`src/logic/rps_regs.vh`:
```
// Constants for the receiver power sequencer
`ifndef RPS_REGS_VH
`define RPS_REGS_VH
`define RPS_CLK_PERIOD_NS 4
`define RPS_MS_NS 1000000
// One millisecond of 4 ns clocks, sized to the 18-bit prescaler
`define RPS_MS_CYCLES 18'h3_D090
`define RPS_PRE_W 18
`define RPS_WARM_WIN_MS 8'hA0
`define RPS_MS_W 8
`define RPS_LINES 5
`define RPS_WARM_STEPS 4
`define RPS_SEL_W 4
`define RPS_SEL_OFF 4'h0
`define RPS_SEL_W0 4'h1
`define RPS_SEL_S1600 4'h5
`define RPS_SEL_S3200 4'h6
`define RPS_SEL_D1600 4'h7
`define RPS_SEL_D3200 4'h8
`define RPS_NSEL 9
`define RPS_LINES_RST 5'h00
`define RPS_OE_N_RST 5'h1F
`endif

```
`src/logic/rps_seq.v`:
```
// Receiver power sequencer: control line settings, timing, battery poll
`timescale 1ns/100ps
`include "rps_regs.vh"

module rps_seq #(
  parameter [`RPS_PRE_W-1:0] MS_CYCLES = `RPS_MS_CYCLES
) (
  input wire clk,
  input wire srst,
  input wire decode_on,
  input wire [4:0] line_force_bit,
  input wire [4:0] off_pattern,
  input wire [4:0] warm_pattern0,
  input wire [4:0] warm_pattern1,
  input wire [4:0] warm_pattern2,
  input wire [4:0] warm_pattern3,
  input wire [4:0] sync1600_pattern,
  input wire [4:0] sync3200_pattern,
  input wire [4:0] data1600_pattern,
  input wire [4:0] data3200_pattern,
  input wire [3:0] warm_en,
  input wire [7:0] off_time_ms,
  input wire [7:0] warm_time0_ms,
  input wire [7:0] warm_time1_ms,
  input wire [7:0] warm_time2_ms,
  input wire [7:0] warm_time3_ms,
  input wire [7:0] sync3200_warm_ms,
  input wire [8:0] poll_en,
  input wire rx_power_req,
  input wire rx_shutdown,
  input wire rate_3200,
  input wire sync_found,
  input wire low_battery_input,
  input wire status_read,
  output wire [4:0] rx_ctrl_lines,
  output wire [4:0] rx_ctrl_lines_oe_n,
  output wire [3:0] rx_setting,
  output wire symbols_valid,
  output wire low_battery_level,
  output wire batt_change_flag,
  output wire status_report_req
);

  localparam [5:0] ST_IDLE = 6'h01;
  localparam [5:0] ST_OFFW = 6'h02;
  localparam [5:0] ST_WARM = 6'h04;
  localparam [5:0] ST_SYNC = 6'h08;
  localparam [5:0] ST_DATA = 6'h10;
  localparam [5:0] ST_RXOFF = 6'h20;

  reg [5:0] st_q, st_d;
  reg [`RPS_SEL_W-1:0] sel_q, sel_d;
  reg [1:0] wi_q, wi_d;
  reg norm_q, norm_d, ld, win_ld, dec_q, drive_q;
  reg [7:0] dur, tmr_q, win_q;
  reg [4:0] lines_q, oe_n_q;
  reg [`RPS_PRE_W-1:0] pre_q, wpre_q;
  reg lb_q, have_smp_q, chg_q, rpt_q;
  wire tmr_done, win_done, dec_rise, leave, poll, differ;

  // Duration of warm-up step idx
  function [7:0] warm_time;
    input [1:0] idx;
    case (idx)
      2'd0: warm_time = warm_time0_ms;
      2'd1: warm_time = warm_time1_ms;
      2'd2: warm_time = warm_time2_ms;
      default: warm_time = warm_time3_ms;
    endcase
  endfunction

  // Pattern driven for a setting index
  function [4:0] pattern;
    input [`RPS_SEL_W-1:0] s;
    case (s)
      4'h1: pattern = warm_pattern0;
      4'h2: pattern = warm_pattern1;
      4'h3: pattern = warm_pattern2;
      4'h4: pattern = warm_pattern3;
      4'h5: pattern = sync1600_pattern;
      4'h6: pattern = sync3200_pattern;
      4'h7: pattern = data1600_pattern;
      4'h8: pattern = data3200_pattern;
      default: pattern = off_pattern;
    endcase
  endfunction

  // Sync setting for the current rate
  function [`RPS_SEL_W-1:0] sync_sel;
    input fast;
    sync_sel = fast ? `RPS_SEL_S3200 : `RPS_SEL_S1600;
  endfunction
  assign tmr_done = (tmr_q == 8'h00);
  assign win_done = (win_q == 8'h00);
  assign dec_rise = decode_on & ~dec_q;

  always @*
  begin
    st_d = st_q;
    sel_d = sel_q;
    wi_d = wi_q;
    norm_d = norm_q;
    ld = 1'b0;
    dur = 8'h00;
    win_ld = 1'b0;
    if (!decode_on)
    begin
      st_d = ST_IDLE;
      sel_d = `RPS_SEL_OFF;
      norm_d = 1'b0;
    end
    else if (dec_rise)
    begin
      norm_d = 1'b0;
      ld = 1'b1;
      if (warm_en[0])
      begin
        st_d = ST_WARM;
        wi_d = 2'd0;
        sel_d = `RPS_SEL_W0;
        dur = warm_time0_ms;
      end
      else
      begin
        st_d = ST_SYNC;
        sel_d = `RPS_SEL_S3200;
        dur = sync3200_warm_ms;
      end
    end
    else if (rx_shutdown && st_q != ST_RXOFF)
    begin
      st_d = ST_RXOFF;
      sel_d = `RPS_SEL_OFF;
      norm_d = 1'b0;
    end
    else
    begin
      case (st_q)
        ST_RXOFF:
        begin
          if (rx_power_req)
          begin
            st_d = ST_OFFW;
            sel_d = `RPS_SEL_OFF;
            norm_d = 1'b1;
            win_ld = 1'b1;
            ld = 1'b1;
            dur = off_time_ms;
          end
        end
        ST_OFFW, ST_WARM:
        begin
          if (norm_q && win_done)
          begin
            st_d = ST_RXOFF;
            sel_d = `RPS_SEL_OFF;
            norm_d = 1'b0;
          end
          else if (tmr_done)
          begin
            ld = 1'b1;
            if (st_q == ST_OFFW && warm_en[0])
            begin
              st_d = ST_WARM;
              wi_d = 2'd0;
              sel_d = `RPS_SEL_W0;
              dur = warm_time0_ms;
            end
            else if (st_q == ST_WARM && wi_q != 2'd3 && warm_en[wi_q + 2'd1])
            begin
              st_d = ST_WARM;
              wi_d = wi_q + 2'd1;
              sel_d = sel_q + 4'h1;
              dur = warm_time(wi_q + 2'd1);
            end
            else
            begin
              st_d = ST_SYNC;
              sel_d = norm_q ? sync_sel(rate_3200) : `RPS_SEL_S3200;
              dur = norm_q ? 8'h00 : sync3200_warm_ms;
            end
          end
        end
        ST_SYNC:
        begin
          if (sync_found)
          begin
            st_d = ST_DATA;
            sel_d = rate_3200 ? `RPS_SEL_D3200 : `RPS_SEL_D1600;
          end
          else if (sel_q != sync_sel(rate_3200) && tmr_done)
            sel_d = sync_sel(rate_3200);
        end
        ST_DATA: st_d = ST_DATA;
        default:
        begin
          st_d = ST_IDLE;
          sel_d = `RPS_SEL_OFF;
        end
      endcase
    end
  end

  // Any change of setting ends the old one
  assign leave = (sel_d != sel_q) | ld;
  assign poll = leave & poll_en[sel_q];
  assign differ = poll & have_smp_q & (low_battery_input != lb_q);
  always @(posedge clk)
  begin
    if (srst)
    begin
      st_q <= ST_IDLE;
      sel_q <= `RPS_SEL_OFF;
      wi_q <= 2'd0;
      norm_q <= 1'b0;
      dec_q <= 1'b0;
      drive_q <= 1'b0;
      lines_q <= `RPS_LINES_RST;
      oe_n_q <= `RPS_OE_N_RST;
    end
    else
    begin
      st_q <= (st_q == ST_IDLE && decode_on && !dec_rise) ? ST_RXOFF : st_d;
      sel_q <= sel_d;
      wi_q <= wi_d;
      norm_q <= norm_d;
      dec_q <= decode_on;
      drive_q <= drive_q | decode_on;
      lines_q <= pattern(sel_d);
      oe_n_q <= ~(line_force_bit | {5{drive_q | decode_on}});
    end
  end

  // Setting timer and warm-up window; host must fit warm-up in the window
  always @(posedge clk)
  begin
    if (srst)
    begin
      pre_q <= {`RPS_PRE_W{1'b0}};
      tmr_q <= 8'h00;
      wpre_q <= {`RPS_PRE_W{1'b0}};
      win_q <= 8'h00;
    end
    else
    begin
      if (ld)
      begin
        pre_q <= {`RPS_PRE_W{1'b0}};
        tmr_q <= dur;
      end
      else if (!tmr_done)
      begin
        if (pre_q == MS_CYCLES - 1'b1)
        begin
          pre_q <= {`RPS_PRE_W{1'b0}};
          tmr_q <= tmr_q - 8'h01;
        end
        else
          pre_q <= pre_q + 1'b1;
      end
      if (win_ld || dec_rise)
      begin
        wpre_q <= {`RPS_PRE_W{1'b0}};
        win_q <= win_ld ? `RPS_WARM_WIN_MS : 8'h00;
      end
      else if (!win_done)
      begin
        if (wpre_q == MS_CYCLES - 1'b1)
        begin
          wpre_q <= {`RPS_PRE_W{1'b0}};
          win_q <= win_q - 8'h01;
        end
        else
          wpre_q <= wpre_q + 1'b1;
      end
    end
  end

  // Battery poll; a new change wins over a clear in the same cycle
  always @(posedge clk)
  begin
    if (srst)
    begin
      lb_q <= 1'b0;
      have_smp_q <= 1'b0;
      chg_q <= 1'b0;
      rpt_q <= 1'b0;
    end
    else
    begin
      rpt_q <= differ;
      if (poll)
      begin
        lb_q <= low_battery_input;
        have_smp_q <= 1'b1;
      end
      if (differ)
        chg_q <= 1'b1;
      else if (status_read)
        chg_q <= 1'b0;
    end
  end

  assign rx_ctrl_lines = lines_q;
  assign rx_ctrl_lines_oe_n = oe_n_q;
  assign rx_setting = sel_q;
  // Decode settings only after both sync settle and window have run out
  assign symbols_valid = (st_q == ST_SYNC || st_q == ST_DATA) && tmr_done &&
    win_done;
  assign low_battery_level = lb_q;
  assign batt_change_flag = chg_q;
  assign status_report_req = rpt_q;

endmodule // rps_seq
```
`config.mk`:
```
export PLATFORM = sky130hd
export DESIGN_NAME = rps_seq
export DESIGN_NICKNAME = d
export VERILOG_FILES = /design/src/logic/rps_seq.v
export VERILOG_INCLUDE_DIRS = /design/src /design/src/logic
export SDC_FILE = /design/constraint.sdc
export NUM_CORES = 1
export LEC_CHECK = 0
export BUFFER_PORTS_ARGS = -buffer_cell sky130_fd_sc_hd__buf_4
export CAP_MARGIN = 10
export CORE_UTILIZATION = 58
export DETAILED_ROUTE_END_ITERATION = 6
export PLACE_DENSITY = 0.86
export SLEW_MARGIN = 20
export SYNTH_ARGS = -nofsm -noshare
export SYNTH_HDL_FRONTEND = slang
export SYNTH_SLANG_ARGS = --single-unit
```
`constraint.sdc`:
```
create_clock -name clk -period 8.6 [get_ports clk]
set_input_delay 0.86 -clock clk [delete_from_list [all_inputs] [get_ports clk]]
set_output_delay 0.86 -clock clk [all_outputs]
set_load 0.01 [all_outputs]
```
==> run metrics, run 1 <==
status=finished, final reports clean; cts repair resizes=0; Leak=2.625 nW; remaining antenna violation count=0; WL per Instance=17.09 µm; Post-CTS Hold Fix Bufs=0; RSZ-0062 raised after global routing=no; Worst-path clk slew=~0.09 ns; largest family of logic cells by synthesized area=simple AND/OR/NAND/NOR gates; Max-Cap Viols=0; switching part of the total=28.52%; Reg-to-Reg End=rx_ctrl_lines[0]$_SDFF_PP0_; commonest non-fill, non-tap cell in the layout=buf_4; asr flop ratio synth=0%; Worst Hold End=have_smp_q$_SDFFE_PP0P_; Setup TNS=0 ns; final wirelength=15670 µm; Starting DRT DRC Count=slightly below 500; initial antenna violation count=0; # setup viols final=0; Main synth FF type=dfxtp_1; Die Area=slightly below 10000 µm²; Hold Vio Cnt, Final=0; DRT Pass-1 Iters=6; routed via count=5838; total CTS buffers=9; die span in x=98.93 µm; H-tree depth=3; Max Slew Vio Count=0; clock sink count=between 80 and 90; most frequent cells in the layout=138 x buf_4, 88 x nor2_1, 81 x dfxtp_1; Die H=between 90 and 100 µm; slew margin rel.=about two fifths; Core Region=9153 µm²; adder-cell area share of the yosys netlist=about 2.8%; cell area after layout=roughly 6700 µm²; Worst VDD drop=0.08153 mV; crit path kind=reg -> reg; vias in the first global route=5555; detailed placement HPWL=11990 µm; first-pass GRT wire length=25300 µm; fin crit share=43.70%; Worst Setup End Kind=flop; gr ovfl total=0; DP Area=6455 µm²; mux contribution to synthesized area=4.225%; Worst Path Arrival=between 4 and 5 ns; Yosys top cell area share=29.76%; Mapped Area=5449 µm²; Tmin final=3.759 ns; WP data required=8.85 ns; r2r startpoint=wi_q[0]$_SDFFE_PP0P_; GRT Total Usage=32.18%; share of layout cells above drive strength 1=22.70%; Net Count, Synth=824; Fillers=approximately 680; vias per inst=approximately 6.4; worst skew pair latency=0.35 ns; Hold Path Cell Cnt=2; fin nets=933; Max Fclk=266.1 MHz; Worst Hold Launch=have_smp_q$_SDFFE_PP0P_; sequential fraction of design power=a little under half; PD cells=127.4 nW/µm²; CTS Buffer Depth=2; clock skew=0.009201 ns; Reg2Reg Depth=11; fin util=72.66%; # rows=35; Ant. Diodes=0; clock network power share=33.0%; I/O pins=approximately 140; largest net degree at the start of global routing=25; post-synth top area cell=dfxtp_1; Gate Count Post-Synth=about 690; Area Growth Syn to Fin=22.04%; post-CTS setup buffer count=0; Synth Area in XOR/XNOR=just under 8%; DR DRC count=0; IO Port Bufs=between 100 and 150; gp weighted congestion=0.9645; CTS tree=done; root buf cell=clkbuf_8; Starting Density=59.54%; EDFF count, synth=0; Post-Synth Simple-Gate Area=29.05%; post-synthesis compound-gate area fraction=between 20% and 30%; P_int=around 600 µW; type of origin of the critical path=flop; register area share after synthesis=between 20% and 30%; Slew @ Worst Pin=0.8770 ns; syn_area_per_cell=7.874 µm²; register bit total from synthesis=81; NetSw=between 200 and 250 µW; Synth area leaders=dfxtp_1 30%, nor2_1 6.1%, xor2_1 4.5%; CP max FO=7; Cell variety after synth=84; R2R Setup Slk=4.84 ns; hold crit path type=reg -> reg; Combinational Power Share=19.9%; Ys Warns=0
metrics by stage:
| step | power, mW | cells | setup slack, ns | hold slack [ns] |
|---|---|---|---|---|
| 2_1_floorplan | 0.4987 | 692 | 5.231 | 0.4399 |
| 3_3_place_gp | 0.5675 | 901 | 4.863 | 0.4558 |
| 3_5_place_dp | 0.5724 | 901 | 4.765 | 0.4679 |
| 4_1_cts | 0.8479 | 917 | 4.908 | 0.4870 |
| 5_1_grt | 0.8803 | 917 | 4.621 | 0.5154 |
| 6_report | 0.8474 | 917 | 4.841 | 0.4812 |
power groups by stage:
stage / combinational, mW / sequential [mW] / clock (mW)
detailed placement: 0.165 / 0.407 / 0
global route: 0.183 / 0.401 / 0.296
CTS: 0.166 / 0.399 / 0.283
floorplan: 0.0938 / 0.405 / 0
global placement: 0.161 / 0.407 / 0
finish: 0.168 / 0.399 / 0.280
worst max path at each step:
stage | endpoint | slack, ns | from
2_1_floorplan | rx_ctrl_lines[2]$_SDFF_PP0_ | 5.23 | warm_en[0]
3_3_place_gp | low_battery_level$_SDFFE_PP0P_ | 4.86 | warm_en[0]
3_5_place_dp | rx_ctrl_lines[0]$_SDFF_PP0_ | 4.77 | warm_en[0]
4_1_cts | rx_ctrl_lines[0]$_SDFF_PP0_ | 4.91 | wi_q[0]$_SDFFE_PP0P_
5_1_grt | low_battery_level$_SDFFE_PP0P_ | 4.62 | wi_q[0]$_SDFFE_PP0P_
6_report | rx_ctrl_lines[0]$_SDFF_PP0_ | 4.84 | wi_q[0]$_SDFFE_PP0P_
layer usage:
layer / wire (µm) / GRT usage (%) / vias up
li1: - / - / 2758
met1: 6170 / 38.16 / 2664
met2: 7363 / 55.03 / 362
met3: 1604 / 8.014 / 54
met4: 530 / 14.24 / 0
met5: 0 / 0 / -
synthesized netlist by cell type, types with 7 or more instances:
cell      count
xor2_1       28
nand3_1      31
a222oi_1      9
o21ai_0      35
o221ai_1      7
mux2i_1      14
nor3_1       19
nor2_1       88
xnor2_1      21
and3_1       18
a22oi_1       9
nor2b_1       7
nand2_1      63
a31oi_1       8
nand4_1      11
nor4_1       12
ha_1         12
dfxtp_1      81
a21oi_1      32
inv_1        22
clkbuf_1     31
sequential cells by signal, summed over array words and instances, names as in the netlist:
register,cells
norm_q,1
tmr_q,8
status_report_req,1
rx_setting,4
rx_ctrl_lines_oe_n,5
wpre_q,18
pre_q,18
st_q,6
drive_q,1
win_q,8
wi_q,2
batt_change_flag,1
dec_q,1
low_battery_level,1
have_smp_q,1
rx_ctrl_lines,5
area by class of cell:
class,instances,area [µm²],area share (%)
timing repair buffer,138,1036,15.58
inverter,22,82.58,1.242
multi-input combinational,549,3576,53.77
clock inverter,6,67.56,1.016
tap,111,138.9,2.088
clock buffer,10,127.6,1.919
sequential,81,1622,24.38
worst max-delay path: stages (launching register included):
cell and delay [ns]:
dfxtp_1 0.47, inv_1 0.10, ha_1 0.33, mux4_2 0.57, a311o_1 0.38, and4b_1 0.19
o31a_1 0.30, a21oi_2 0.41, nor3_4 0.11, xnor2_1 0.39, o22ai_1 0.14, nor4_1 0.26
kinds of logic after synthesis:
family	after synthesis
adders and majority gates	12
AOI/OAI and AO/OA	168
xor gates and xnor gates	49
muxes	19
and+or+nand+nor	301
buffers and inverters	62
DFF	81
(Power assumes the default switching activity.)
==> inputs of run 2 (changes only) <==
CORE_UTILIZATION = 54   (was 58)
PLACE_DENSITY = 0.81   (was 0.86)
clock period = 3.87 ns   (was 8.6 ns; I/O delays follow)
==> run 2 against run 1 <==
- register-to-register slack got worse by 4.7 ns
- hold slack got worse by 0.28 ns
- clock-buffer cell count fell by 1
- largest power group unchanged
- critical endpoint unchanged
- non-clock buffer count rose by 8
==> run metrics, run 2 (synthesis gave the netlist of run 1 again) <==
crit path kind=reg -> reg; Setup TNS=0 ns; Max Fclk=269.9 MHz; first-pass GRT wire length=24740 µm; vias in the first global route=about 5300; register area=approximately 1600 µm²; Worst Setup End Kind=flop; hold crit path type=in -> reg; GRT Total Usage=30.16%; # rows=36; Worst Path Arrival=between 3 and 4 ns; Core Region=9774 µm²; I/O pins=~140; commonest non-fill, non-tap cell in the layout=buf_4; clock skew=0.009599 ns; H-tree depth=3; routed via count=5776; Max-Cap Viols=0; CP max FO=7; Starting Density=55.75%; Fillers=789; cells along the critical path=inv_1 > ha_1 > mux4_2 > a311o_1 > and4b_1 > o31a_1 > a21oi_2 > nor3_4 > xnor2_1 > o22ai_1 > nor4_1; Die H=102.5 µm; slew margin rel.=55.46%; Post-CTS Hold Fix Bufs=0; # setup viols final=0; DP Area=around 6500 µm²; P_int=between 1 and 1.5 mW; CP max stage delay=about 0.57 ns; RSZ-0062 raised after global routing=no; initial antenna violation count=0; DP Cell Count=931; cell area after layout=about 6700 µm²; DR DRC count=0; Worst VDD drop=approximately 0.15 mV; Combinational Power Share=19.7%; type of origin of the critical path=flop; total CTS buffers=9; switching part of the total=29.42%; CTS Buffer Depth=2; PD cells=about 290 nW/µm²; CTS tree=done; largest net degree at the start of global routing=25; WP data required=4.14 ns; Die Area=approximately 10000 µm²; Area Growth Syn to Fin=23.86%; Tmin final=3.706 ns; share of layout cells above drive strength 1=23.59%; fin nets=941; NetSw=about 570 µW; DRT Pass-1 Iters=5; clock sink count=between 80 and 90; root buf cell=clkbuf_8; detailed placement HPWL=~12000 µm; gp weighted congestion=around 0.96; Ant. Diodes=0; Leak=roughly 2.7 nW; WL per Instance=16.87 µm; sequential fraction of design power=46.1%; remaining antenna violation count=0; Starting DRT DRC Count=390; die span in x=102.5 µm; fin crit share=95.75%; Worst-path clk slew=0.09 ns; clock network power share=34.1%; Finished Layout Cells=between 900 and 1000; vias per inst=6.099; Max Slew Vio Count=0; top flop regs=pre_q (18), wpre_q (18); most frequent cells in the layout=146 x buf_4, 88 x nor2_1, 81 x dfxtp_1; Slew @ Worst Pin=about 0.67 ns; Slowest-stage cell, CP=mux4_2; status=finished, final reports clean; final wirelength=15980 µm; IO Port Bufs=137; post-CTS setup buffer count=0; Hold Vio Cnt, Final=0; gr ovfl total=0; cts repair resizes=0; Multi-input gate area=3576 µm²; R2R Setup Slk=0.16 ns; fin util=69.05%; worst skew pair latency=between 0.3 and 0.4 ns; total power=~1.9 mW
run 2: cell types whose count changed in the layout (fill, tap and decap cells not counted), sizes merged:
cell	delta
buf	+8
clkbuf	-1
clkinv	-1
clkinvlp	-1
inv	+3
run 2: cell type report:
class | instances | share of cell area [%]
Clock buffer | 9 | 1.835
Clock inverter | 7 | 1.224
Inverter | 22 | 1.224
Multi-Input combinational cell | 549 | 52.98
Sequential cell | 81 | 24.03
Tap cell | 133 | 2.466
Timing Repair Buffer | 146 | 16.24
run 2: routing by layer:
metal	part of all wire (%)	track usage, %	vias up	routed length, µm
li1	-	-	2783	-
met1	42	37.20	2633	6764
met2	47	50.26	316	7437
met3	8.2	5.335	44	1317
met4	2.9	15.49	0	457
met5	0	0	-	0
run 2: metrics by stage:
step / hold WS (ns) / setup WS (ns)
after floorplan: 0.4399 / 0.6684
after detailed placement: 0.4705 / 0.2403
after global placement: 0.4572 / 0.4364
after global routing: 0.2007 / 0.001522
after CTS: 0.1929 / 0.2027
final: 0.1983 / 0.1645
run 2: path summary, 6_finish.rpt:
path                           start                                to  cells past startpoint
max reg2reg     wi_q[0]$_SDFFE_PP0P_       rx_ctrl_lines[0]$_SDFF_PP0_                     11
min reg2reg  have_smp_q$_SDFFE_PP0P_      status_report_req$_SDFF_PP0_                      2
max             wi_q[0]$_SDFFE_PP0P_       rx_ctrl_lines[0]$_SDFF_PP0_                     11
min                line_force_bit[0]  rx_ctrl_lines_oe_n[0]$_SDFF_PP1_                      2
run 2: critical path: cells and delay by family, from the launching register on:
family	cells	cell delay (ns)
mux	1	0.57
xor+xnor	1	0.37
compound gates	4	1.22
simple gates	3	0.55
buf+inv	1	0.10
fa+ha+maj	1	0.33
flops	1	0.46
run 2: power groups by stage:
stage | logic, mW | registers [mW] | clock network [mW]
final | 0.380 | 0.888 | 0.656
after detailed placement | 0.373 | 0.906 | 0
after CTS | 0.375 | 0.887 | 0.661
after floorplan | 0.208 | 0.900 | 0
after global placement | 0.364 | 0.905 | 0
after global routing | 0.410 | 0.891 | 0.696
==> inputs of run 3 (changes only) <==
RECOVER_POWER = 50   (was unset)
==> run 3 against run 2 <==
- die area unchanged
- sequential share of layout area up 0.32 points
- via count up 0.23%
- fmax up 0.11%
- largest cell class unchanged
- critical path type unchanged
- register-to-register slack about the same
==> run metrics, run 3 (synthesis gave the netlist of run 1 again) <==
status=finished, final reports clean; Starting Density=about 56%; die span in x=102.5 µm; Reg2Reg Depth=11; first-pass GRT wire length=between 20000 and 25000 µm; # rows=36; routed via count=5789; DRT Pass-1 Iters=7; I/O pins=138; WP data required=4.14 ns; fin crit share=95.64%; clock sink count=81; Die H=102.5 µm; CP max stage delay=approximately 0.57 ns; CP Buf/Inv Count=1; Worst Hold End=rx_ctrl_lines_oe_n[0]$_SDFF_PP1_; Ant. Diodes=0; Slew @ Worst Pin=0.8516 ns; most frequent cells in the layout=128 x buf_4, 88 x nor2_1, 81 x dfxtp_1; Worst VDD drop=about 0.15 mV; share of layout cells above drive strength 1=21.01%; R2R Setup Slk=0.17 ns; total CTS buffers=9; clock network power share=about 34%; Max-Cap Viols=0; crit path kind=reg -> reg; # setup viols final=0; Post-CTS Hold Fix Bufs=0; CTS Buffer Depth=2; fin util=68.14%; Tmin final=3.701 ns; Worst Hold Launch=line_force_bit[0]; Hold Path Cell Cnt=2; gr ovfl total=0; Core Region=9774 µm²; NetSw=563.7 µW; Worst Path Arrival=3.97 ns; type of origin of the critical path=flop; WL per Instance=16.81 µm; Reg-to-Reg End=rx_ctrl_lines[0]$_SDFF_PP0_; Area Growth Syn to Fin=22.23%; final wirelength=about 16000 µm; Worst-path clk slew=0.09 ns; PD cells=around 290 nW/µm²; gp weighted congestion=roughly 0.96; Hold Vio Cnt, Final=0; IO Port Bufs=137; H-tree depth=3; Slowest-stage cell, CP=mux4_2; switching part of the total=29.48%; largest net degree at the start of global routing=25; Starting DRT DRC Count=slightly above 400; remaining antenna violation count=0; CTS tree=done; Max Fclk=270.2 MHz; Multi-input gate area=3555 µm²; fin nets=941; CP max FO=7; cts repair resizes=0; sequential fraction of design power=46.4%; register area=1622 µm²; detailed placement HPWL=12140 µm; worst skew pair latency=between 0.3 and 0.4 ns; slew margin rel.=43.23%; r2r startpoint=wi_q[0]$_SDFFE_PP0P_; GRT Total Usage=between 30% and 40%; Die Area=about 10000 µm²; top flop regs=pre_q (18), wpre_q (18); Max Slew Vio Count=0; clock skew=0.009651 ns; vias per inst=6.113; root buf cell=clkbuf_8; RSZ-0062 raised after global routing=no; hold crit path type=in -> reg; DR DRC count=0; Setup TNS=0 ns; vias in the first global route=5274; Fillers=811; Leak=approximately 2.6 nW; Combinational Power Share=19.3%; cells along the critical path=inv_1 > ha_1 > mux4_2 > a311o_1 > and4b_1 > o31a_1 > a21oi_2 > nor3_4 > xnor2_1 > o22ai_1 > nor4_1; Top delay family on crit path=compound AO/OA/AOI/OAI gates; Worst Setup End Kind=flop; post-CTS setup buffer count=0; P_int=1.348 mW; initial antenna violation count=0; commonest non-fill, non-tap cell in the layout=buf_4
-- run 3: changes by cell type in the layout (fill, tap and decap cells not counted), sizes merged --
cell	previous run	this run
buf	146	128
clkbuf	9	27
-- run 3: worst max-delay path by stage --
stage                    startpoint                     endpoint  slack, ns  depth (start not counted)
6_report       wi_q[0]$_SDFFE_PP0P_  rx_ctrl_lines[0]$_SDFF_PP0_       0.17                         11
5_1_grt        wi_q[0]$_SDFFE_PP0P_  rx_ctrl_lines[0]$_SDFF_PP0_      0.002                         11
4_1_cts        wi_q[0]$_SDFFE_PP0P_  rx_ctrl_lines[0]$_SDFF_PP0_       0.20                         11
3_5_place_dp   wi_q[0]$_SDFFE_PP0P_  rx_ctrl_lines[0]$_SDFF_PP0_       0.24                         11
3_3_place_gp   wi_q[0]$_SDFFE_PP0P_  rx_ctrl_lines[2]$_SDFF_PP0_       0.44                         11
2_1_floorplan  wi_q[0]$_SDFFE_PP0P_  rx_ctrl_lines[2]$_SDFF_PP0_       0.67                         11
-- run 3: per-layer routing --
metal	up-vias	GRT usage, %	part of all wire [%]
li1	2784	-	-
met1	2669	37.20	42
met2	297	50.26	47
met3	39	5.335	8.1
met4	0	15.49	2.8
met5	-	0	0
-- run 3: stage by stage --
stage	hold slack [ns]	setup WS, ns	power (mW)	cell area [µm²]	cells
6_report	0.1978	0.1686	1.912	6660	947
3_5_place_dp	0.4705	0.2403	1.279	6543	931
3_3_place_gp	0.4572	0.4364	1.269	6543	931
4_1_cts	0.1929	0.2027	1.923	6749	947
2_1_floorplan	0.4399	0.6684	1.108	5449	692
5_1_grt	0.2007	0.001522	1.986	6660	947
-- run 3: final cells by class --
cell class,instances,share of cell area [%]
multi-input cells,549,53.37
flip-flops and latches,81,24.35
repair buffers,146,15.44
well taps,133,2.499
clock buffers,9,1.860
clock inverters,7,1.240
inverters,22,1.240
-- run 3: worst register-to-register path: stages (launching register included) --
cell     delay, ns
dfxtp_1       0.46
inv_1         0.10
ha_1          0.33
mux4_2        0.57
a311o_1       0.37
and4b_1       0.19
o31a_1        0.29
a21oi_2       0.41
nor3_4        0.12
xnor2_1       0.38
o22ai_1       0.15
nor4_1        0.24
-- run 3: power groups by stage --
stage	sequential [mW]	clock [mW]	combinational, mW
finish	0.887	0.656	0.369
global route	0.891	0.696	0.400
CTS	0.887	0.661	0.375
detailed placement	0.906	0	0.373
global placement	0.905	0	0.364
floorplan	0.900	0	0.208
